File: src/hw/pfs_pkg.sv
package pfs_pkg;
  localparam int LEN_W = 16;
  localparam int NUM_CNT = 13;
  localparam int NUM_BIN = 8;
  // counter indices
  localparam int C_SINGLE = 0;
  localparam int C_MULTI = 1;
  localparam int C_EXCESS = 2;
  localparam int C_LATE = 3;
  localparam int C_CRC = 4;
  localparam int C_RUNT = 5;
  localparam int C_B64 = 6;
  localparam int C_B127 = 7;
  localparam int C_B255 = 8;
  localparam int C_B511 = 9;
  localparam int C_B1023 = 10;
  localparam int C_B1518 = 11;
  localparam int C_GIANT = 12;
  // bin positions inside the classifier output
  localparam int B_RUNT = 0;
  localparam int B_64 = 1;
  localparam int B_127 = 2;
  localparam int B_255 = 3;
  localparam int B_511 = 4;
  localparam int B_1023 = 5;
  localparam int B_1518 = 6;
  localparam int B_GIANT = 7;
  // length bounds in octets
  localparam logic [LEN_W-1:0] LEN_MIN = 16'h0040;
  localparam logic [LEN_W-1:0] LEN_127 = 16'h007F;
  localparam logic [LEN_W-1:0] LEN_255 = 16'h00FF;
  localparam logic [LEN_W-1:0] LEN_511 = 16'h01FF;
  localparam logic [LEN_W-1:0] LEN_1023 = 16'h03FF;
  localparam logic [LEN_W-1:0] LEN_1518 = 16'h05EE;
  localparam logic [LEN_W-1:0] LEN_GIANT = 16'h05EF;
  localparam logic [LEN_W-1:0] MAX_FRAME_DEF = 16'h0600;
  // collision count of a single-collision frame
  localparam int COLL_ONE = 1;
  // late collision boundary in bit times, judged by the mac
  localparam int LATE_COLL_BITS = 512;
endpackage : pfs_pkg

File: src/hw/pfs_len_class.sv
`timescale 1ns/1ps
`default_nettype none
module pfs_len_class
  import pfs_pkg::*;
(
  // frame length
  input  wire logic [LEN_W-1:0]   i_len,
  input  wire logic [LEN_W-1:0]   i_max,
  // one bin per class, at most one set
  output logic      [NUM_BIN-1:0] o_bin
);
  always_comb begin
    o_bin = '0;
    o_bin[B_RUNT] = (i_len < LEN_MIN);
    o_bin[B_64] = (i_len == LEN_MIN);
    o_bin[B_127] = (i_len > LEN_MIN) && (i_len <= LEN_127);
    o_bin[B_255] = (i_len > LEN_127) && (i_len <= LEN_255);
    o_bin[B_511] = (i_len > LEN_255) && (i_len <= LEN_511);
    o_bin[B_1023] = (i_len > LEN_511) && (i_len <= LEN_1023);
    o_bin[B_1518] = (i_len > LEN_1023) && (i_len <= LEN_1518);
    // frames above the maximum fall in no bin
    o_bin[B_GIANT] = (i_len >= LEN_GIANT) && (i_len <= i_max);
  end
endmodule : pfs_len_class
`default_nettype wire

File: src/hw/pfs_stats_top.sv
// Overview of operation
// - a frame sent after exactly one collision bumps the single counter.
// - a frame sent after two or more collisions bumps the multiple counter.
// - a frame abandoned at the retry limit bumps the excessive counter.
// - each collision after the first 512 bit times bumps the late counter.
// - each received frame with a bad check sequence bumps the crc counter.
// - each received frame under 64 octets bumps the runt counter, crc or not.
// - each received frame of exactly 64 octets bumps the first length bin.
// - frames of 65 to 127 and of 128 to 255 octets have their own bins.
// - frames of 256 to 511 and of 512 to 1023 octets have their own bins.
// - frames of 1024 to 1518 octets have their own bin.
// - frames from 1519 octets to the maximum frame size count as giant.
// - every received frame up to the maximum frame size is binned by length, bad frames included.
`timescale 1ns/1ps
`default_nettype none
module pfs_stats_top
  import pfs_pkg::*;
#(
  parameter int               CW        = 32,
  parameter int               CCW       = 5,
  parameter logic [LEN_W-1:0] MAX_FRAME = MAX_FRAME_DEF
)(
  // clock and reset
  input  wire logic                          I_SYS_CLK,
  input  wire logic                          I_RSTN,
  input  wire logic                          I_CE,
  // transmit events
  input  wire logic                          I_TX_DONE,
  input  wire logic [CCW-1:0]                I_TX_COLL_CNT,
  input  wire logic                          I_TX_EXCESS,
  input  wire logic                          I_TX_LATE_COLL,
  // receive events
  input  wire logic                          I_RX_DONE,
  input  wire logic [LEN_W-1:0]              I_RX_LEN,
  input  wire logic                          I_RX_CRC_ERR,
  // management read
  input  wire logic                          I_SNAP,
  output logic      [NUM_CNT-1:0][CW-1:0]    O_SNAP,
  output logic                               O_SNAP_DONE
);

  typedef struct packed {
    logic [NUM_CNT-1:0][CW-1:0] cnt;
    logic [NUM_CNT-1:0][CW-1:0] snap;
    logic                       snap_vld;
  } pfs_state_t;

  pfs_state_t         st_r;
  pfs_state_t         st_nxt;
  logic [NUM_BIN-1:0] bin;
  logic [NUM_CNT-1:0] ev;

  function automatic logic [CW-1:0] pfs_inc(input logic [CW-1:0] v);
    return v + CW'(1);
  endfunction : pfs_inc

  pfs_len_class u_len_class (
    .i_len (I_RX_LEN),
    .i_max (MAX_FRAME),
    .o_bin (bin)
  );

  // each event maps to one counter, so one step per event
  always_comb begin
    ev = '0;
    ev[C_SINGLE] = I_TX_DONE && (I_TX_COLL_CNT == CCW'(COLL_ONE));
    ev[C_MULTI] = I_TX_DONE && (I_TX_COLL_CNT > CCW'(COLL_ONE));
    ev[C_EXCESS] = I_TX_EXCESS;
    ev[C_LATE] = I_TX_LATE_COLL;
    ev[C_CRC] = I_RX_DONE && I_RX_CRC_ERR;
    // crc status not looked at: bad frames are binned too
    ev[C_RUNT] = I_RX_DONE && bin[B_RUNT];
    ev[C_B64] = I_RX_DONE && bin[B_64];
    ev[C_B127] = I_RX_DONE && bin[B_127];
    ev[C_B255] = I_RX_DONE && bin[B_255];
    ev[C_B511] = I_RX_DONE && bin[B_511];
    ev[C_B1023] = I_RX_DONE && bin[B_1023];
    ev[C_B1518] = I_RX_DONE && bin[B_1518];
    ev[C_GIANT] = I_RX_DONE && bin[B_GIANT];
  end

  always_comb begin
    st_nxt = st_r;
    if (I_CE) begin
      for (int i = 0; i < NUM_CNT; i++) begin
        if (ev[i]) begin
          st_nxt.cnt[i] = pfs_inc(st_r.cnt[i]);
        end
      end
      // snapshot keeps reads coherent while counting goes on
      st_nxt.snap_vld = I_SNAP;
      if (I_SNAP) begin
        st_nxt.snap = st_r.cnt;
      end
    end
  end

  always_ff @(posedge I_SYS_CLK) begin
    if (!I_RSTN) begin
      st_r <= '0;
    end else begin
      st_r <= st_nxt;
    end
  end

  assign O_SNAP = st_r.snap;
  assign O_SNAP_DONE = st_r.snap_vld;
endmodule : pfs_stats_top
`default_nettype wire
File: config.mk
export PLATFORM = sky130hd
export DESIGN_NAME = pfs_stats_top
export DESIGN_NICKNAME = d
export VERILOG_FILES = /design/src/hw/pfs_pkg.sv /design/src/hw/pfs_len_class.sv /design/src/hw/pfs_stats_top.sv
export SDC_FILE = /design/constraint.sdc
export NUM_CORES = 2
export LEC_CHECK = 0
export BUFFER_PORTS_ARGS = -buffer_cell sky130_fd_sc_hd__clkbuf_2
export CORE_UTILIZATION = 40
export CTS_CLUSTER_SIZE = 28
export DETAILED_ROUTE_END_ITERATION = 10
export GPL_ROUTABILITY_DRIVEN = 0
export PLACE_DENSITY_LB_ADDON = 0.12
export RECOVER_POWER = 100
export SETUP_SLACK_MARGIN = 0.2
export SYNTH_ARGS = -nofsm -noshare
export SYNTH_HDL_FRONTEND = slang
export SYNTH_SLANG_ARGS = --single-unit
File: constraint.sdc
create_clock -name I_SYS_CLK -period 3.6 [get_ports I_SYS_CLK]
set_input_delay 0.36 -clock I_SYS_CLK [delete_from_list [all_inputs] [get_ports I_SYS_CLK]]
set_output_delay 0.36 -clock I_SYS_CLK [all_outputs]
set_load 0.02 [all_outputs]
Word-level counts from Yosys, hierarchy flattened --
Cells that the tools add are included.
Storage, ports and cells: register bits after elaboration 833, input bits 30, output and inout bits 417, logic and storage cells 87
Cells by class: $add $sub $neg 13, order comparisons 14, equality and inequality tests 2, reductions and logical operators 31
Operator list (number):
- adder 32 x 1 -> 32 bit, second input constant | 13
- greater-than comparator 16 x 7 -> 1 bit, second input constant | 2
- <= comparator 16 x 11 -> 1 bit, second input constant | 2
- AND reduction 2 bit | 14
- logical AND 1 bit | 17
- == test 16 x 7 -> 1 bit, second input constant | 1
- greater-or-equal comparator 16 x 11 -> 1 bit, second input constant | 1
- greater-than comparator 16 x 10 -> 1 bit, second input constant | 1
- greater-than comparator 16 x 8 -> 1 bit, second input constant | 1
- greater-than comparator 16 x 9 -> 1 bit, second input constant | 1
- <= comparator 16 x 10 -> 1 bit, second input constant | 1
- <= comparator 16 x 7 -> 1 bit, second input constant | 1
- <= comparator 16 x 8 -> 1 bit, second input constant | 1
- <= comparator 16 x 9 -> 1 bit, second input constant | 1
- < comparator 16 x 7 -> 1 bit, second input constant | 1
- == test 5 x 1 -> 1 bit, second input constant | 1
- greater-than comparator 5 x 1 -> 1 bit, second input constant | 1

Longest topological paths before layout --
depth in word-level cells 4, depth in mapped cells 8, depth with buffers taken out 6

Modules after synthesis --
A second synthesis with hierarchy kept.
Second synthesis, totals: cells, all modules 4492, area, all modules 36372.4 µm²
Modules (own cells, without submodules):
- pfs_stats_top | instances 1, cells each 4413, area an instance 35848.1 µm², seq. area each 16676.0 µm²
- pfs_len_class | instances 1, cells each 79, area an instance 524.3 µm², seq. area each 0.0 µm²

Least setup slack after synthesis --
OpenSTA, ideal clock, no wires.
path type input to register, from in I_RX_LEN[15], to reg st_r[794] in the netlist's numbering, library setup time 0.072 ns, arrival 2.520 ns, data required time 3.528 ns, setup slack 1.008 ns, stages on the path 7, path buffers 2, cells stage by stage or4_4 or4b_1 buf_2 a211o_1 buf_2 nor4_2 mux2i_1
Between the ends: longest elaborated chain between the ends 4, elaborated cells on any way between the ends 5, those cells by class 2 x order compare; 3 x reduce/logical
RTL lines:
- from (decl) | RTL line pfs_stats_top.sv:34 | input wire logic [LEN_W-1:0] I_RX_LEN,
- greater-than comparator 16 x 10 -> 1 bit / <= comparator 16 x 11 -> 1 bit (equally long branches) | RTL line pfs_len_class.sv:20 | o_bin[B_1518] = (i_len > LEN_1023) && (i_len <= LEN_1518);
- logical AND 1 bit * | RTL line pfs_len_class.sv:20
- logical AND 1 bit * | RTL line pfs_stats_top.sv:78 | ev[C_B1518] = I_RX_DONE && bin[B_1518];
- AND reduction 2 bit (no line) *
- to (signal assigned) | RTL line pfs_stats_top.sv:102 | st_r <= st_nxt;
- to (decl) | RTL line pfs_stats_top.sv:48 | pfs_state_t st_r;
Every way passes the cells marked *; elsewhere a longest branch is shown, timed or not. A chain may end at the register's enable or synchronous reset.

Worst setup path in the final report --
from in I_RX_LEN[15], to reg st_r[773] in the netlist's numbering
The elaborated chain is that of the path after synthesis.

==> out/summary.txt <==
Tmin final: 3.09 ns
sequential cell area: 16700 um^2
number of flops mapped to enable cells by yosys: 0
vias in the first global route: 27700
ys flop type: dfxtp_1
asr flop ratio synth: 0%
total negative slack: 0 ns
Seq/Total Area, Yosys: 45.1%
Post-CTS Resized: 0
I/O Pins: 447
P&R area growth vs syn: 7.84%
commonest non-fill, non-tap cells in the layout: 1003 x nand2_1, 833 x dfxtp_1, 586 x a21oi_1
Synth Cell Area: 37000 um^2
Crit-path slowest cell: a2111oi_0
smallest hold slack: 0.104 ns
f_max: 0.324 GHz
utilization after layout: 43.5%
#FFs+latches synth: 833
commonest non-fill, non-tap cell in the layout: nand2_1
Worst VDD drop: 399 uV
hold worst-path end: st_r[547]
initial antenna violation count: 2
worst hold path type: in2reg
Total Power: 19.4 mW
R2R Setup Slk: 0.77 ns
Overall Global Routing Usage: 20.2%
die area: 93700 um^2
worst path cell trace: clkbuf_1 > or4_1 > or4b_1 > a2111oi_0 > nand3_1 > mux2i_1
failing checks: capacitance limit, slew limit
Final Hold Viols: 0
Critical Path RT: 4.15 ns
Syn Inst Count: 4609
area of the multi-input gates: 15900 um^2
Worst Setup Start Kind: input port
Slew Limit Headroom: -96.0%
total grt overflow: 0
layout cells sized above 1: 5.69%
yosys warns: 0
CP Capture Type: flop
CP Class: in2reg
Worst-Margin Slew: 2.94 ns
FILL cells: 9641
nets: 4588
Hold Path Stages: 4
min-delay src: I_RX_CRC_ERR
Post-DRT Antenna Nets: 0
Worst Reg-to-Reg Cells: 5
leakage: 12.4 nW
# setup viols final: 0
Net Sw Frac: 22.6%
core area: 91700 um^2
slowest stage delay, CP: 1.24 ns
worst-path fanout max: 12
status: finished, violations left
HPWL after detailed placement: 67000 um
DRC: 0
routed vias/inst: 5.17
Clock Sinks: 833
initial DRC count: 1899
Starting Density: 40.3%
Switch Pwr: 4.40 mW
CTS H-tree lvls: 3
FF-to-FF End: st_r[765]
combinational power share: 2.5%
total wire length: 98100 um
Critical Path AT: 3.63 ns
RSZ-0062 raised after global routing: false
Die W: 306 um
die height: 306 um
worst r2r src: st_r[741]
buffer and inverter count on the worst path: 1
TritonCTS Buffers: 94
clk slew on worst S/H paths: 0.06 ns
DR vias: 30100
drt first pass iters: 5
CTS tree: built
fin. max-slew vios: 136
row count: 111
global-route wire length before repair: 154000 um
Port Buffers: 446
Wirelength per Cell: 16.9 um
Tcrit/Tclk final: 85.8%
Cell Pwr Density: 488 nW/um^2
synth top area cells: dfxtp_1 45%, nand2_1 10%, buf_4 8.4%, a21oi_1 7.9%, xnor2_1 3.3%
Max Cap Viol: 1
syn avg cell area: 8.02 um^2
Yosys cell types: 61
Clock power frac: 50.0%
CP top delay family: simple AND/OR/NAND/NOR gates
pin count of the biggest net entering global routing: 144
Post-Syn Nets: 4652
post-synth top area cell: dfxtp_1
worst skew pair latency: 0.67 ns
clock root buffer: clkbuf_16
top cell type's share of synthesized area: 45.1%
clock skew: 0.0213 ns
sequential share of power: 47.5%
internal power: 15.0 mW
CTS max path bufs: 3
==> cells in the mapped netlist (68+ instances only) <==
cell and count:
nand4_1 124, or3_1 100, nand2_1 1004, xnor2_1 138
buf_4 416, nand3_1 151, dfxtp_1 833, o21ai_0 102
nor4_1 103, clkbuf_1 231, inv_1 73, nor2_1 250
xor2_1 68, a21oi_1 586
==> stage by stage <==
stage	area, um^2	setup WS (ns)	instances
after global routing	39900	0.370	5808
after global placement	37300	0.466	5633
after floorplan	37000	1.01	4609
after CTS	40500	0.864	5807
final	39900	0.511	5808
after detailed placement	37300	0.470	5633
==> tightest hold or removal path: stages <==
cell	delay (ns)
clkbuf_2	0.11
nand4_1	0.11
xor2_1	0.06
nor2_1	0.08
==> flip-flops by register name, indices dropped and copies added, names as in the netlist <==
name         cells
O_SNAP_DONE      1
O_SNAP         416
st_r           416
==> routing by layer <==
layer	global-route usage, %	wire length [um]	vias to the layer above	part of all wire, %
li1	-	-	15200	-
met2	32.9	45500	525	46
met5	0	11	-	0.011
met4	6.14	2070	2	2.1
met1	26.9	45600	14200	46
met3	4.12	4920	111	5.0
==> cells by family (layout without fill, tap and decap cells) <==
group	after synthesis	in the layout	share of synthesized area [%]
and+or+nand+nor	2001	2001	25.5
DFF	833	833	45.1
AOI/OAI and AO/OA	784	784	11.4
buffers and inverters	740	752	11.8
xor gates and xnor gates	206	206	4.88
muxes	32	32	0.866
adders and majority gates	13	13	0.440
other	0	1	0
==> how the worst max path moves through the flow <==
stage                            start          end  slack [ns]  cells past startpoint
after floorplan           I_RX_LEN[15]    st_r[794]        1.01                      7
after global placement    I_RX_LEN[15]    st_r[788]        0.47                      6
after detailed placement  I_RX_LEN[15]    st_r[788]        0.47                      6
after CTS                    st_r[801]    st_r[831]        0.86                      6
after global routing            I_RSTN  O_SNAP[354]        0.37                      4
final                     I_RX_LEN[15]    st_r[773]        0.51                      6
==> power groups by stage <==
stage | Sequential (mW) | Combinational [mW] | Clock [mW]
CTS | 9.23 | 0.498 | 10.0
detailed placement | 9.44 | 0.496 | 0
floorplan | 9.44 | 0.307 | 0
finish | 9.23 | 0.485 | 9.73
global route | 9.23 | 0.533 | 10.4
global placement | 9.44 | 0.496 | 0
==> repair_timing <==
item                                   4_1_cts  5_1_grt
hold buffers                                 2        0
setup buffers                                0        0
endpoints found under the hold margin        2        0
==> layout make-up <==
type                    instances  area share [%]
flip-flops and latches        833            41.8
repair buffers                506            5.93
multi-input cells            3036            39.9
inverters                      74           0.697
clock buffers                 132            6.84
well taps                    1186            3.72
diodes                          1         0.00628
clock inverters                40            1.08
Power figures use the tool's default switching activity.
